## src/flow_ctl_pkg.sv

```systemverilog
package flow_ctl_pkg;

  // ==========================================================================
  // Register map, byte addresses on the AXI4-Lite bus
  // ==========================================================================
  localparam logic [7:0] OFS_MODE_ZERO   = 8'h00;
  localparam logic [7:0] OFS_COMMAND     = 8'h04;
  localparam logic [7:0] OFS_RECOG_STAT  = 8'h08;
  localparam logic [7:0] OFS_INT_STAT    = 8'h0C;
  localparam logic [7:0] OFS_RESUME_CHAR = 8'h10;
  localparam logic [7:0] OFS_PAUSE_CHAR  = 8'h14;
  localparam logic [7:0] OFS_WAKE_CHAR   = 8'h18;

  // ==========================================================================
  // Field positions
  // ==========================================================================
  localparam int MODE_STRIP_BIT   = 7;
  localparam int MODE_AUTO_RX_BIT = 3;
  localparam int MODE_AUTO_TX_BIT = 2;
  localparam int CMD_LSB          = 3;
  localparam int STAT_RESUME_BIT  = 0;
  localparam int STAT_PAUSE_BIT   = 1;
  localparam int STAT_WAKE_BIT    = 2;
  localparam int STAT_SENT_BIT    = 3;
  localparam int STAT_HALT_BIT    = 4;
  localparam int INT_RECOG_BIT    = 4;

  // ==========================================================================
  // Reset values
  // ==========================================================================
  localparam logic [7:0] RST_MODE_ZERO   = 8'h00;
  localparam logic [7:0] RST_RESUME_CHAR = 8'h11;
  localparam logic [7:0] RST_PAUSE_CHAR  = 8'h13;
  localparam logic [7:0] RST_WAKE_CHAR   = 8'h00;

  // ==========================================================================
  // Command codes in command bits 7:3
  // ==========================================================================
  localparam logic [4:0] CMD_SOFT_RESET  = 5'h01;
  localparam logic [4:0] CMD_TX_ENABLE   = 5'h02;
  localparam logic [4:0] CMD_TX_DISABLE  = 5'h03;
  localparam logic [4:0] CMD_KILL_SEND   = 5'h13;
  localparam logic [4:0] CMD_SEND_RESUME = 5'h14;
  localparam logic [4:0] CMD_SEND_PAUSE  = 5'h15;
  localparam logic [4:0] CMD_TX_RESUME   = 5'h16;
  localparam logic [4:0] CMD_TX_PAUSE    = 5'h17;

  // ==========================================================================
  // Receive queue fill limits and bus answers
  // ==========================================================================
  localparam int         FILL_HIGH  = 240;
  localparam int         FILL_LOW   = 16;
  localparam logic [1:0] RESP_OKAY  = 2'h0;
  localparam logic [1:0] RESP_ERROR = 2'h2;

  typedef enum logic [1:0] {SEND_NONE, SEND_RESUME, SEND_PAUSE} send_t;

endpackage

```

## src/char_recognition_flow_control.sv

```systemverilog
`timescale 1ns/1ns
// How it works
// - Each channel has three programmable match characters: resume, pause, wake.
// - A match sets recognition status and interrupt status and, at the same clock edge, starts enabled actions.
// - Reading the recognition status register clears its recognition event flags.
// - Reset loads resume 0x11, pause 0x13; matching always uses current register values.
// - Strip bit 7 set drops resume/pause characters from the receive queue.
// - Stripping works regardless of the flow-control mode field bits 3:2.
// - Recognised characters act whether stripped or not.
// - Recognised characters with an error flag are queued unless they overrun, even when stripping.
// - Mode field: 00 host, 01 auto transmit, 10 auto receive, 11 both.
// - Mode bits 3:2 reset to zero, disabling automatic flow control; host commands still act.
// - Mode bit 2 lets received resume/pause characters gate the transmitter.
// - Mode bit 3 sends pause once receive occupancy reaches 240.
// - Host pause command halts transmitter until reset or the 10110 resume command.
// - In host mode, received resume or transmitter re-enable does not restart it.
// - Repeated or opposite send commands are harmless; the later one replaces the earlier.
// - Auto transmit: received pause stops after current character; resume or reset restarts.
// - A reset restart discards the untransmitted transmit queue contents.
// - Auto transmit mode ignores transmitter commands.
// - A paused transmitter still lets its queue accept writes and report status.
// - Break zero characters are matched like received zero characters.
// - Flow characters causing overrun neither act nor enter the queue.
// - Auto receive sends resume once occupancy falls below 16.
// - Inserted flow characters wait for the current shift and precede queued data.
// - A fill request that clears before transmission starts is withdrawn.
module char_recognition_flow_control
  import flow_ctl_pkg::*;
#(
  parameter int ADDR_W  = 8,
  parameter int LEVEL_W = 9
) (
  input  wire logic                 mclk,
  input  wire logic                 reset_n,
  input  wire logic [ADDR_W-1:0]    s_axi_awaddr,
  input  wire logic                 s_axi_awvalid,
  output      logic                 s_axi_awready,
  input  wire logic [31:0]          s_axi_wdata,
  input  wire logic [3:0]           s_axi_wstrb,
  input  wire logic                 s_axi_wvalid,
  output      logic                 s_axi_wready,
  output      logic [1:0]           s_axi_bresp,
  output      logic                 s_axi_bvalid,
  input  wire logic                 s_axi_bready,
  input  wire logic [ADDR_W-1:0]    s_axi_araddr,
  input  wire logic                 s_axi_arvalid,
  output      logic                 s_axi_arready,
  output      logic [31:0]          s_axi_rdata,
  output      logic [1:0]           s_axi_rresp,
  output      logic                 s_axi_rvalid,
  input  wire logic                 s_axi_rready,
  input  wire logic                 rx_valid,
  input  wire logic [7:0]           rx_char,
  input  wire logic                 rx_error,
  input  wire logic                 rxq_full,
  input  wire logic [LEVEL_W-1:0]   rxq_level,
  output      logic                 rxq_write,
  output      logic [7:0]           rxq_data,
  output      logic                 rxq_error,
  output      logic                 rx_overrun,
  output      logic                 tx_enable,
  output      logic                 tx_insert_valid,
  output      logic [7:0]           tx_insert_char,
  input  wire logic                 tx_insert_taken,
  output      logic                 txq_flush
);
  import flow_ctl_pkg::*;

  // ==========================================================================
  // Registers
  // ==========================================================================
  logic [7:0]  mode_reg_zero;
  logic [7:0]  resume_char;
  logic [7:0]  pause_char;
  logic [7:0]  wake_char;
  logic [2:0]  recog_flags;
  logic        pause_sent;
  logic        tx_on;
  logic        tx_halted;
  send_t       cmd_send;
  logic        aw_held;
  logic        w_held;
  logic [ADDR_W-1:0] aw_addr;
  logic [31:0] w_data;
  logic        w_lane0;

  // ==========================================================================
  // Bus decode
  // ==========================================================================
  wire         wr_go       = aw_held && w_held && !s_axi_bvalid;
  wire         rd_go       = s_axi_arvalid && s_axi_arready;
  wire         wr_lane     = wr_go && w_lane0;
  wire [7:0]   wbyte       = w_data[7:0];
  wire [4:0]   cmd_code    = wbyte[7:CMD_LSB];
  wire [7:0]   waddr       = 8'(aw_addr);
  wire [7:0]   raddr       = 8'(s_axi_araddr);
  wire         wr_mode     = wr_lane && (waddr == OFS_MODE_ZERO);
  wire         wr_cmd      = wr_lane && (waddr == OFS_COMMAND);
  wire         wr_resume   = wr_lane && (waddr == OFS_RESUME_CHAR);
  wire         wr_pause    = wr_lane && (waddr == OFS_PAUSE_CHAR);
  wire         wr_wake     = wr_lane && (waddr == OFS_WAKE_CHAR);
  wire         wr_mapped;
  wire         rd_mapped;
  wire [7:0]   rd_value;
  wire         rd_recog    = rd_go && (raddr == OFS_RECOG_STAT);

  assign wr_mapped = (waddr == OFS_MODE_ZERO) || (waddr == OFS_COMMAND) ||
                     (waddr == OFS_RECOG_STAT) || (waddr == OFS_INT_STAT) ||
                     (waddr == OFS_RESUME_CHAR) || (waddr == OFS_PAUSE_CHAR) ||
                     (waddr == OFS_WAKE_CHAR);
  assign rd_mapped = (raddr == OFS_MODE_ZERO) || (raddr == OFS_COMMAND) ||
                     (raddr == OFS_RECOG_STAT) || (raddr == OFS_INT_STAT) ||
                     (raddr == OFS_RESUME_CHAR) || (raddr == OFS_PAUSE_CHAR) ||
                     (raddr == OFS_WAKE_CHAR);

  wire [7:0] recog_view;
  wire [7:0] int_view;
  assign recog_view = {3'h0, tx_halted, pause_sent, recog_flags};
  assign int_view   = {3'h0, |recog_flags, 4'h0};

  // The command register reads as zero; commands are actions, not state.
  assign rd_value = (raddr == OFS_MODE_ZERO)   ? mode_reg_zero :
                    (raddr == OFS_RECOG_STAT)  ? recog_view :
                    (raddr == OFS_INT_STAT)    ? int_view :
                    (raddr == OFS_RESUME_CHAR) ? resume_char :
                    (raddr == OFS_PAUSE_CHAR)  ? pause_char :
                    (raddr == OFS_WAKE_CHAR)   ? wake_char : 8'h00;

  // ==========================================================================
  // Mode and command decode
  // ==========================================================================
  wire strip_on = mode_reg_zero[MODE_STRIP_BIT];
  wire auto_rx  = mode_reg_zero[MODE_AUTO_RX_BIT];
  wire auto_tx  = mode_reg_zero[MODE_AUTO_TX_BIT];
  wire host_md  = !auto_rx && !auto_tx;
  // Transmitter commands are refused while received characters gate the transmitter.
  wire cmd_ok   = wr_cmd && !auto_tx;
  // Soft reset is obeyed in every mode, since it is the only restart of an
  // auto transmit halt that does not need a resume character.
  wire soft_rst = wr_cmd && (cmd_code == CMD_SOFT_RESET);
  wire c_enable = cmd_ok && (cmd_code == CMD_TX_ENABLE);
  wire c_disabl = cmd_ok && (cmd_code == CMD_TX_DISABLE);
  wire c_halt   = cmd_ok && host_md && (cmd_code == CMD_TX_PAUSE);
  wire c_unhalt = cmd_ok && host_md && (cmd_code == CMD_TX_RESUME);
  wire c_s_res  = cmd_ok && !auto_rx && (cmd_code == CMD_SEND_RESUME);
  wire c_s_pau  = cmd_ok && !auto_rx && (cmd_code == CMD_SEND_PAUSE);
  wire c_kill   = cmd_ok && host_md && (cmd_code == CMD_KILL_SEND);

  // ==========================================================================
  // Recognition
  // ==========================================================================
  // Break zeros arrive on the same path as line characters, so they match alike.
  wire hit_res  = rx_valid && (rx_char == resume_char);
  wire hit_pau  = rx_valid && (rx_char == pause_char);
  // The wake character is only matched and flagged here; the receiver
  // enable that it drives belongs to the wake and doze logic outside.
  wire hit_wake = rx_valid && (rx_char == wake_char);
  wire room     = !rxq_full;
  // A character that overruns the queue is not recognised at all.
  wire ok_res   = hit_res && room;
  wire ok_pau   = hit_pau && room;
  wire ok_wake  = hit_wake && room;
  wire strip_it = strip_on && (hit_res || hit_pau) && !rx_error;
  wire queue_it = rx_valid && room && !strip_it;
  wire [2:0] hits;
  assign hits[STAT_RESUME_BIT] = ok_res;
  assign hits[STAT_PAUSE_BIT]  = ok_pau;
  assign hits[STAT_WAKE_BIT]   = ok_wake;

  // Flags are set independent of stripping; a new hit beats a read clear.
  wire [2:0] next_recog_flags = hits | (rd_recog ? 3'h0 : recog_flags);

  // ==========================================================================
  // Transmitter gating
  // ==========================================================================
  // In host mode only the resume command or a reset restarts; a received resume or a
  // disable/enable cycle leaves the halt in place.
  wire next_tx_halted = (c_halt || (auto_tx && ok_pau)) ? 1'b1 :
                        (c_unhalt || (auto_tx && ok_res)) ? 1'b0 :
                        tx_halted;
  wire next_tx_on     = c_enable ? 1'b1 : (c_disabl ? 1'b0 : tx_on);

  // ==========================================================================
  // Flow character insertion
  // ==========================================================================
  // One spare bit keeps the limit constants from wrapping at level widths of 7 bits and up.
  logic [LEVEL_W:0] level_x;
  assign level_x = {1'b0, rxq_level};
  wire at_high = level_x >= (LEVEL_W+1)'(FILL_HIGH);
  wire below_lo = level_x < (LEVEL_W+1)'(FILL_LOW);
  // The fill request is recomputed every cycle, so a condition that clears
  // before the transmitter loads the character withdraws it.
  wire send_t auto_req = (!auto_rx) ? SEND_NONE :
                         (at_high && !pause_sent) ? SEND_PAUSE :
                         (below_lo && pause_sent) ? SEND_RESUME :
                         SEND_NONE;
  wire send_t want     = (auto_req != SEND_NONE) ? auto_req : cmd_send;
  wire        taken    = tx_insert_valid && tx_insert_taken;
  wire        taken_p  = taken && (tx_insert_char == pause_char);

  // In auto receive the fill level owns the insert path, so host sends drop.
  send_t next_cmd_send;
  always_comb begin
    next_cmd_send = cmd_send;
    if (taken && (cmd_send != SEND_NONE) && (auto_req == SEND_NONE)) begin
      next_cmd_send = SEND_NONE;
    end
    if (c_s_res) begin
      next_cmd_send = SEND_RESUME;
    end else if (c_s_pau) begin
      next_cmd_send = SEND_PAUSE;
    end else if (c_kill || auto_rx) begin
      next_cmd_send = SEND_NONE;
    end
  end

  // Leaving auto receive forgets an outstanding pause, so no resume follows
  // it; software must send one by command if the far end still waits.
  wire next_pause_sent = !auto_rx ? 1'b0 :
                         taken ? taken_p : pause_sent;
  // The offer drops for one cycle after each take, because the request
  // state only catches up at that edge; without the gap the transmitter
  // could load the same flow character twice.
  wire next_ins_valid  = (want != SEND_NONE) && !taken && !soft_rst;
  wire [7:0] next_ins_char = (want == SEND_PAUSE) ? pause_char : resume_char;

  // ==========================================================================
  // Control state
  // ==========================================================================
  always_ff @(posedge mclk or negedge reset_n) begin
    if (!reset_n) begin
      mode_reg_zero <= RST_MODE_ZERO;
      resume_char   <= RST_RESUME_CHAR;
      pause_char    <= RST_PAUSE_CHAR;
      wake_char     <= RST_WAKE_CHAR;
      recog_flags   <= 3'h0;
      pause_sent    <= 1'b0;
      tx_on         <= 1'b1;
      tx_halted     <= 1'b0;
      cmd_send      <= SEND_NONE;
    end else if (soft_rst) begin
      mode_reg_zero <= RST_MODE_ZERO;
      resume_char   <= RST_RESUME_CHAR;
      pause_char    <= RST_PAUSE_CHAR;
      wake_char     <= RST_WAKE_CHAR;
      recog_flags   <= 3'h0;
      pause_sent    <= 1'b0;
      tx_on         <= 1'b1;
      tx_halted     <= 1'b0;
      cmd_send      <= SEND_NONE;
    end else begin
      if (wr_mode) begin
        mode_reg_zero <= wbyte;
      end
      if (wr_resume) begin
        resume_char <= wbyte;
      end
      if (wr_pause) begin
        pause_char <= wbyte;
      end
      if (wr_wake) begin
        wake_char <= wbyte;
      end
      recog_flags <= next_recog_flags;
      pause_sent  <= next_pause_sent;
      tx_on       <= next_tx_on;
      tx_halted   <= next_tx_halted;
      cmd_send    <= next_cmd_send;
    end
  end

  // ==========================================================================
  // Data path outputs
  // ==========================================================================
  // The transmitter gate only blocks loading of the next character, so the
  // one already shifting finishes and the queue keeps taking writes.
  always_ff @(posedge mclk or negedge reset_n) begin
    if (!reset_n) begin
      rxq_write       <= 1'b0;
      rxq_data        <= 8'h00;
      rxq_error       <= 1'b0;
      rx_overrun      <= 1'b0;
      tx_enable       <= 1'b1;
      tx_insert_valid <= 1'b0;
      tx_insert_char  <= 8'h00;
      txq_flush       <= 1'b1;
    end else begin
      rxq_write       <= queue_it;
      rxq_data        <= rx_char;
      rxq_error       <= rx_error;
      rx_overrun      <= rx_valid && !room;
      tx_enable       <= next_tx_on && !next_tx_halted && !soft_rst;
      tx_insert_valid <= next_ins_valid;
      tx_insert_char  <= next_ins_char;
      txq_flush       <= soft_rst;
    end
  end

  // ==========================================================================
  // AXI4-Lite slave
  // ==========================================================================
  // Write address and data are held apart so either may come first; the
  // answer waits until both are in, which costs one cycle per write.
  always_ff @(posedge mclk or negedge reset_n) begin
    if (!reset_n) begin
      aw_held <= 1'b0;
      aw_addr <= '0;
    end else if (s_axi_awvalid && s_axi_awready) begin
      aw_held <= 1'b1;
      aw_addr <= s_axi_awaddr;
    end else if (wr_go) begin
      aw_held <= 1'b0;
    end
  end

  always_ff @(posedge mclk or negedge reset_n) begin
    if (!reset_n) begin
      w_held  <= 1'b0;
      w_data  <= 32'h0000_0000;
      w_lane0 <= 1'b0;
    end else if (s_axi_wvalid && s_axi_wready) begin
      w_held  <= 1'b1;
      w_data  <= s_axi_wdata;
      w_lane0 <= s_axi_wstrb[0];
    end else if (wr_go) begin
      w_held <= 1'b0;
    end
  end

  wire next_awready = !(aw_held || (s_axi_awvalid && s_axi_awready)) && !s_axi_bvalid;
  wire next_wready  = !(w_held || (s_axi_wvalid && s_axi_wready)) && !s_axi_bvalid;

  always_ff @(posedge mclk or negedge reset_n) begin
    if (!reset_n) begin
      s_axi_awready <= 1'b0;
      s_axi_wready  <= 1'b0;
      s_axi_bvalid  <= 1'b0;
      s_axi_bresp   <= RESP_OKAY;
    end else begin
      s_axi_awready <= next_awready && !wr_go;
      s_axi_wready  <= next_wready && !wr_go;
      if (wr_go) begin
        s_axi_bvalid <= 1'b1;
        s_axi_bresp  <= wr_mapped ? RESP_OKAY : RESP_ERROR;
      end else if (s_axi_bready) begin
        s_axi_bvalid <= 1'b0;
      end
    end
  end

  // Read data are captured at the address handshake, so a status read and
  // the clear that it causes see the same flags.
  always_ff @(posedge mclk or negedge reset_n) begin
    if (!reset_n) begin
      s_axi_arready <= 1'b0;
      s_axi_rvalid  <= 1'b0;
      s_axi_rdata   <= 32'h0000_0000;
      s_axi_rresp   <= RESP_OKAY;
    end else begin
      s_axi_arready <= !s_axi_rvalid && !rd_go;
      if (rd_go) begin
        s_axi_rvalid <= 1'b1;
        s_axi_rdata  <= {24'h000000, rd_value};
        s_axi_rresp  <= rd_mapped ? RESP_OKAY : RESP_ERROR;
      end else if (s_axi_rready) begin
        s_axi_rvalid <= 1'b0;
      end
    end
  end

endmodule

```

## config.mk

```make
export PLATFORM = sky130hd
export DESIGN_NAME = char_recognition_flow_control
export DESIGN_NICKNAME = d
export VERILOG_FILES = /design/src/flow_ctl_pkg.sv /design/src/char_recognition_flow_control.sv
export SDC_FILE = /design/constraint.sdc
export NUM_CORES = 1
export LEC_CHECK = 0
export BUFFER_PORTS_ARGS = -buffer_cell sky130_fd_sc_hd__buf_2
export CAP_MARGIN = 20
export CORE_UTILIZATION = 30
export DETAILED_ROUTE_END_ITERATION = 12
export MAX_ROUTING_LAYER = met4
export PLACE_DENSITY = 0.55
export RECOVER_POWER = 25
export SLEW_MARGIN = 5
export SYNTH_ARGS = -nofsm -noshare
export SYNTH_HDL_FRONTEND = slang
export SYNTH_SLANG_ARGS = --single-unit
```

## constraint.sdc

```tcl
create_clock -name mclk -period 3.3 [get_ports mclk]
set_clock_uncertainty 0.1 [all_clocks]
set_input_delay 0.165 -clock mclk [delete_from_list [all_inputs] [get_ports mclk]]
set_output_delay 0.165 -clock mclk [all_outputs]
set_load 0.05 [all_outputs]
```

==> impl_results.md, run 1 <==
- Result of the run: finished with violations
- Violations in the final reports: max-capacitance violations, max-slew violations
- Fillers: around 1600
- Placed instance area: around 0.0053 mm²
- Number of synthesized register bits: 96
- Core Util, Final: approximately two fifths
- Maximum number of pins on one net before global-route repair: 72
- Routed WL: ~12000 µm
- Critical path required time: ~3.4 ns
- Vias: 3637
- Final-report max-slew violation count: 72
- Die W: approximately 130 µm
- Synth Area in Adders: 0%
- Number of distinct library cells after synthesis: 56
- Fraction of synthesis flops using an asynchronous set or reset pin: between 90% and 100%
- Relative slew margins: -17.2%
- Net total in the final layout: between 600 and 700
- Synth Area in XOR/XNOR: 5.85%
- Cell area after technology mapping: 0.00479 mm²
- Synthesized netlist cell count: ~430
- Clock buffers created by TritonCTS: 9
- Maximum vdd ir drop: ~0.41 mV
- Leading post-synthesis cells by cell area: sky130_fd_sc_hd__dfrtp_1 46%, sky130_fd_sc_hd__mux2_2 8.5%, sky130_fd_sc_hd__dfstp_2 4.4%, sky130_fd_sc_hd__buf_4 4.2%, sky130_fd_sc_hd__xnor2_1 4.2%
- Floorplan core area: 0.0154 mm²
- Clock transition at path regs: roughly 0.07 ns
- Cell leakage power: 2.71 nW
- Period Utilization, post-route: between 80% and 90%
- Setup slack, reg-to-reg: 0.45 ns
- Hold Path Cell Cnt: 3
- Hold Crit Class: in2reg
- Largest family of logic cells by synthesized area: simple AND/OR/NAND/NOR gates
- Overall power after layout: 3.78 mW
- Worst hold margin: between 0.1 and 0.15 ns
- Critical path start-end classification: reg2reg
- Number of routed nets with antenna violations: 0
- Routability-driven placement congestion ratio: slightly above 0.9
- First-pass GRT wire length: about 19000 µm
- Wirelength per Cell: ~16 µm
- Worst-skew pair later-pin latency: 0.35 ns
- Fraction of final layout cells with drive strength greater than 1: between 20% and 30%
- Part of the Yosys area used for sequential elements: 50.4%
- Final Hold Vio Count: 0
- Total I/O pin count: ~140
- Number of standard cells in the layout, taps in and fillers out: roughly 760
- End of the worst register-to-register path: wake_char[5]$_DFFE_PN0P_
- Final WS setup: approximately 0.45 ns
- Area grow syn2layout: 23.5%
- PortBufs: 85
- CTS tree: built
- Number of warning messages in the yosys log: 0
- Hold path startpoint: s_axi_araddr[4]
- Dpl hpwl: 8900 µm
- Setup repair after global routing missed its margin: false
- Setup slack at placement: 0.466 ns
- Via count of the first global-routing pass: ~3600
- Startpoint types: flop
- Remaining design rule violation count: 0
- Synth Area in Simple Gates: 14.2%
- Maximum frequency from static timing analysis: around 0.35 GHz
- Dominant register cell in the synthesized netlist: sky130_fd_sc_hd__dfrtp_1
- Iteration-0 DRC count of the detailed router: 205
- Worst reg2reg startpoint: aw_addr[4]$_DFFE_PN0P_
- Hold Path Sink: s_axi_rresp[1]$_DFFE_PN0P_
- MaxCap Viol Count: 1
- # diodes: 0
- Transition time of the tightest slew-check pin: around 1.8 ns
- Ratio of total power to cell area: approximately 640 mW/mm²
- Finish-stage setup viols: 0
- Total area of sequential cells: 0.00241 mm²
- Min Tclk post-route: 2.85 ns
- Share of cell area taken by muxes after synthesis: roughly 14%
- Number of rows created at floorplan: 45
- Number of sinks handled by clock tree synthesis: 96
- Global-route usage over all layers: ~16%
- Largest fanout of any net on the critical path: 20
- Area share of the largest cell type after synthesis: 46.0%
- Buffers inserted during post-CTS setup optimization: 0
- Final cell area excluding filler cells: 0.00591 mm²
- Clock root buffer: sky130_fd_sc_hd__clkbuf_16
- Chip height: 128 µm
- Register-to-Register Path Depth: 6
- Top cell type by total area after synthesis: sky130_fd_sc_hd__dfrtp_1
- Maximum clock insertion buffer count: 2
- Arrival @ worst endpoint: a little under 3 ns
- Area of the die: ~0.016 mm²
- Via density per instance: about 4.8
- Mean post-synth cell area: 11.1 µm²
- First-pass detailed-route iteration total: 4
- Global route total overflow: 0
- Worst setup EP type: flop
- Post-Place Cells: 714
- Deepest level of the CTS H-tree: 3
- Number of enable-type register cells in the synthesized netlist: 0
- Total area of multi-input combinational cells: around 0.0022 mm²
- Initial antenna violation count: 0
- Initial cell density of the core: between 30% and 40%
- Compound-Gate Fraction of Synth Area: under 10%
- Number of gates given a new drive strength after cts: 0
- Setup_tns: 0 ns
worst max path at each step:
stage                                   startpoint                        to  slack (ns)  depth (start not counted)
after floorplan           s_axi_bvalid$_DFFE_PN0P_  wake_char[5]$_DFFE_PN0P_        0.81                          7
after global placement      aw_addr[1]$_DFFE_PN0P_  wake_char[4]$_DFFE_PN0P_        0.52                          6
after detailed placement    aw_addr[1]$_DFFE_PN0P_  wake_char[5]$_DFFE_PN0P_        0.47                          6
after CTS                   aw_addr[1]$_DFFE_PN0P_  wake_char[5]$_DFFE_PN0P_        0.46                          6
after global routing        aw_addr[4]$_DFFE_PN0P_  wake_char[5]$_DFFE_PN0P_        0.33                          6
final                       aw_addr[4]$_DFFE_PN0P_  wake_char[5]$_DFFE_PN0P_        0.45                          6
where the power goes:
part / internal [mW] / switching, mW
logic: 0.370 / 0.570
registers: 1.40 / 0.315
clock network: 0.667 / 0.461
total: 2.44 / 1.35
synthesized netlist by cell type (6+ instances only):
cell                        n
sky130_fd_sc_hd__xor2_1     9
sky130_fd_sc_hd__mux2_2    36
sky130_fd_sc_hd__o21bai_1   6
sky130_fd_sc_hd__a211oi_1   6
sky130_fd_sc_hd__dfrtp_1   88
sky130_fd_sc_hd__nor3_1     8
sky130_fd_sc_hd__o21ai_0   21
sky130_fd_sc_hd__clkbuf_1  11
sky130_fd_sc_hd__dfstp_2    8
sky130_fd_sc_hd__nor2b_1    6
sky130_fd_sc_hd__or3_1      6
sky130_fd_sc_hd__nor2_1    30
sky130_fd_sc_hd__nand2_1   34
sky130_fd_sc_hd__nand4_1    8
sky130_fd_sc_hd__xnor2_1   23
sky130_fd_sc_hd__a21oi_1   10
sky130_fd_sc_hd__mux2i_1   20
sky130_fd_sc_hd__inv_1     11
sky130_fd_sc_hd__buf_4     27
kinds of logic after synthesis:
| kind of cell | count (synthesis) |
|---|---|
| multiplexers | 59 |
| buffers and inverters | 53 |
| AND/OR/NAND/NOR | 126 |
| AO/OA/AOI/OAI | 65 |
| XOR/XNOR | 32 |
| other | 1 |
| flip-flops | 96 |
sequential cells by signal, summed over array words and instances, names as in the netlist, 2 cells and up:
register and flops:
aw_addr 8, cmd_send 2, mode_reg_zero 8, pause_char 8
recog_flags 3, resume_char 8, rxq_data 8, s_axi_rdata 8
tx_insert_char 8, w_data 8, wake_char 8
layout by cell type (no fill, tap or decap), drive strengths merged, types with 3 or more instances in the layout:
master,n
or3,7
nor3,8
mux2i,20
and3,5
a21oi,10
nor2b,6
clkbuf,54
nor4,5
o22ai,4
xnor2,23
o21ai,21
buf,43
nand3b,3
nor2,30
mux2,39
clkinvlp,3
xor2,9
a211oi,6
conb,26
nand3,4
nand4,8
o21bai,6
dfrtp,88
or4b,4
nand2,34
dfstp,8
inv,13
or4,4
dlygate4sd3,33
final cells by class:
| class | instances | share of cell area [%] |
|---|---|---|
| clock inverters | 6 | 1.54 |
| repair buffers | 120 | 12.1 |
| well taps | 211 | 4.47 |
| flip-flops and latches | 96 | 40.8 |
| inverters | 12 | 0.804 |
| clock buffers | 10 | 3.87 |
| multi-input cells | 308 | 36.4 |
worst max-delay path, stage by stage (launching register included):
cell	delay (ns)
sky130_fd_sc_hd__dfrtp_1	0.48
sky130_fd_sc_hd__nand4bb_1	0.35
sky130_fd_sc_hd__or4_4	0.55
sky130_fd_sc_hd__or3_1	0.51
sky130_fd_sc_hd__inv_4	0.30
sky130_fd_sc_hd__a41oi_4	0.10
sky130_fd_sc_hd__mux2_4	0.34
metal layers:
layer	wire (µm)	vias up	global-route usage, %
li1	-	1709	-
met1	5700	1773	20.8
met2	5690	133	24.5
met3	655	22	3.26
met4	350	0	6.71
met5	0	-	-
what timing repair did:
action	CTS	global route
hold endpoints to repair	93	0
endpoints found under the setup margin	0	0
hold buffers	33	0
(Power assumes the default switching activity.)
==> run 2, diff against run 1 <==
--- a/config.mk
+++ b/config.mk
@@ -7,6 +7,7 @@
 export LEC_CHECK = 0
 export BUFFER_PORTS_ARGS = -buffer_cell sky130_fd_sc_hd__buf_2
 export CAP_MARGIN = 20
+export CORE_ASPECT_RATIO = 0.8
 export CORE_UTILIZATION = 30
 export DETAILED_ROUTE_END_ITERATION = 12
 export MAX_ROUTING_LAYER = met4
==> run 2 against run 1 <==
Net effect:
- the run now ends clean
- core utilization rose by 0.46 points
- wire length rose by 1.6%
- total power increased by 1.2%
- register-to-register slack better by 0.02 ns
- sequential share of layout area fell by 0.33 points
- die area about the same
- combinational power grew 5.2%
- fmax grew 0.53%
- critical path type unchanged
==> impl_results.md, run 2 (same netlist as run 1, synthesis figures left out) <==
- Dpl hpwl: 9320 µm (+4.7%)
- Remaining design rule violation count: 0 (unchanged)
- Number of routed nets with antenna violations: 0 (unchanged)
- Most common library cell in the layout ignoring fill and taps: sky130_fd_sc_hd__dfrtp_1
- Final-report max-slew violation count: 0 (-100%)
- Via count of the first global-routing pass: 3595 (+0.33%)
- Cell leakage power: 2.83 nW (+4.8%)
- Maximum number of pins on one net before global-route repair: 47 (-35%)
- Chip height: 115 µm (-10%)
- Most frequent cells in the layout: 88 x sky130_fd_sc_hd__dfrtp_1, 73 x sky130_fd_sc_hd__buf_2, 36 x sky130_fd_sc_hd__mux2_2
- Ratio of total power to cell area: 642 mW/mm² (+0.34%)
- Total I/O pin count: 143 (unchanged)
- Arrival @ worst endpoint: 2.97 ns (about the same)
- Area grow syn2layout: 24.5%
- Number of rows created at floorplan: 40 (-11%)
- Maximum frequency from static timing analysis: 0.353 GHz (+0.53%)
- End of the worst register-to-register path: wake_char[4]$_DFFE_PN0P_
- Finish-stage setup viols: 0 (unchanged)
- Initial antenna violation count: 0 (unchanged)
- Fillers: 1563 (-0.38%)
- Number of gates given a new drive strength after cts: 0 (unchanged)
- Hold Crit Class: in2reg
- Final Hold Vio Count: 0 (unchanged)
- Setup repair after global routing missed its margin: false
- Worst-skew pair later-pin latency: 0.36 ns (about the same)
- Maximum vdd ir drop: 0.299 mV (-28%)
- Global-route usage over all layers: 16.9% (+0.79 points)
- Initial cell density of the core: 31.3% (+0.11 points)
- Setup_tns: 0 ns (unchanged)
- Min Tclk post-route: 2.83 ns (-0.0151 ns)
- Routability-driven placement congestion ratio: 0.893 (-1.9%)
- Floorplan core area: 0.0153 mm² (-0.37%)
- First-pass GRT wire length: 19700 µm (+2.0%)
- Result of the run: finished clean
- Die W: 143 µm (+12%)
- Register-to-Register Path Depth: 6 (unchanged)
- Number of sinks handled by clock tree synthesis: 96 (unchanged)
- Largest fanout of any net on the critical path: 20 (unchanged)
- Slowest cell on the critical path: sky130_fd_sc_hd__or4_4
- First-pass detailed-route iteration total: 4 (unchanged)
- Wirelength per Cell: 16.5 µm (+1.6%)
- Clock root buffer: sky130_fd_sc_hd__clkbuf_16
- Area of the die: 0.0165 mm² (about the same)
- Cell breakdown of the critical path: or3_4, or4_4, or3_1, inv_4, a41oi_4, mux2_4
- Clock transition at path regs: 0.06 ns (about the same)
- Deepest level of the CTS H-tree: 3 (unchanged)
- Maximum clock insertion buffer count: 2 (unchanged)
- Relative slew margins: 21.5% (+39 points)
- MaxCap Viol Count: 0 (-1)
- Hold path startpoint: tx_insert_taken
- Critical path required time: 3.44 ns (about the same)
- Fraction of final layout cells with drive strength greater than 1: 26.6% (+5.9 points)
- Hold Path Sink: tx_insert_valid$_DFF_PN0_
- Critical path start-end classification: reg2reg
- Routed WL: 12600 µm (+1.6%)
- Via density per instance: 4.66 (-2.2%)
- Vias: 3556 (-2.2%)
- PortBufs: 85 (unchanged)
- Clock buffers created by TritonCTS: 9 (unchanged)
- Worst reg2reg startpoint: aw_addr[1]$_DFFE_PN0P_
- Startpoint types: flop
- Global route total overflow: 0 (unchanged)
- Overall power after layout: 3.83 mW (+1.2%)
- Iteration-0 DRC count of the detailed router: 260 (+27%)
- Period Utilization, post-route: 85.8% (-0.46 points)
- Transition time of the tightest slew-check pin: 1.18 ns (-0.581 ns)
- Peak per-stage delay on the critical path: 0.56 ns (about the same)
- Final cell area excluding filler cells: 0.00596 mm² (+0.83%)
- CTS tree: built
- Net total in the final layout: 628 (+0.16%)
- Setup slack, reg-to-reg: 0.47 ns (+0.02 ns)
- Hold Path Cell Cnt: 4 (+1)
- Worst setup EP type: flop
- Placed instance area: 0.00532 mm² (+0.12%)
- # diodes: 0 (unchanged)
run 2: changes by cell type in the layout (fill, tap and decap cells not counted), sizes merged:
cell      change
inv           -1
buf          +33
clkinv        +1
clkbuf       -31
clkinvlp      -1
run 2: critical path: cells and delay by family (launching register included):
family	cells	cell delay, ns
compound gates	1	0.09
buf+inv	1	0.29
simple gates	3	1.51
mux	1	0.33
flops	1	0.38
run 2: cell type report:
type	instances	area, µm²	area share, %
sequential	96	2410	40.5
multi-input combinational	308	2150	36.1
timing repair buffer	121	764	12.8
tap	210	263	4.41
clock buffer	11	243	4.07
clock inverter	5	80.1	1.34
inverter	12	47.5	0.798
run 2: layer usage:
metal	part of all wire (%)	vias to the layer above	track usage, %
met2	45	107	24.1
met4	1.4	0	6.31
met5	0	-	-
met1	48	1725	23.0
met3	5.6	15	4.25
li1	-	1709	-
run 2: worst max path at each step:
| stage | startpoint | end | depth (start not counted) |
|---|---|---|---|
| CTS | aw_addr[1]$_DFFE_PN0P_ | wake_char[4]$_DFFE_PN0P_ | 6 |
| detailed placement | aw_addr[1]$_DFFE_PN0P_ | wake_char[6]$_DFFE_PN0P_ | 6 |
| global placement | aw_addr[1]$_DFFE_PN0P_ | wake_char[4]$_DFFE_PN0P_ | 6 |
| global route | aw_addr[4]$_DFFE_PN0P_ | wake_char[6]$_DFFE_PN0P_ | 6 |
| floorplan | s_axi_bvalid$_DFFE_PN0P_ | wake_char[5]$_DFFE_PN0P_ | 7 |
| finish | aw_addr[1]$_DFFE_PN0P_ | wake_char[4]$_DFFE_PN0P_ | 6 |
run 2: what timing repair did:
action,4_1_cts,5_1_grt
hold buffers,33,0
setup buffers,0,0
endpoints found under the hold margin,70,0
run 2: where the power goes:
part	leakage, nW	internal (mW)	switching, mW
combinational	1.45	0.389	0.600
sequential	1.23	1.40	0.304
clock	0.152	0.684	0.451
total	2.83	2.47	1.35
run 2: stage by stage:
stage | cells | util [%] | hold slack, ns | setup WS, ns
finish | 763 | 38.9 | 0.0657 | 0.470
global route | 763 | 38.9 | 0.0698 | 0.385
CTS | 763 | 39.0 | 0.0580 | 0.474
detailed placement | 714 | 34.8 | 0.125 | 0.486
global placement | 714 | 34.8 | 0.109 | 0.508
floorplan | 457 | - | -0.231 | 0.805
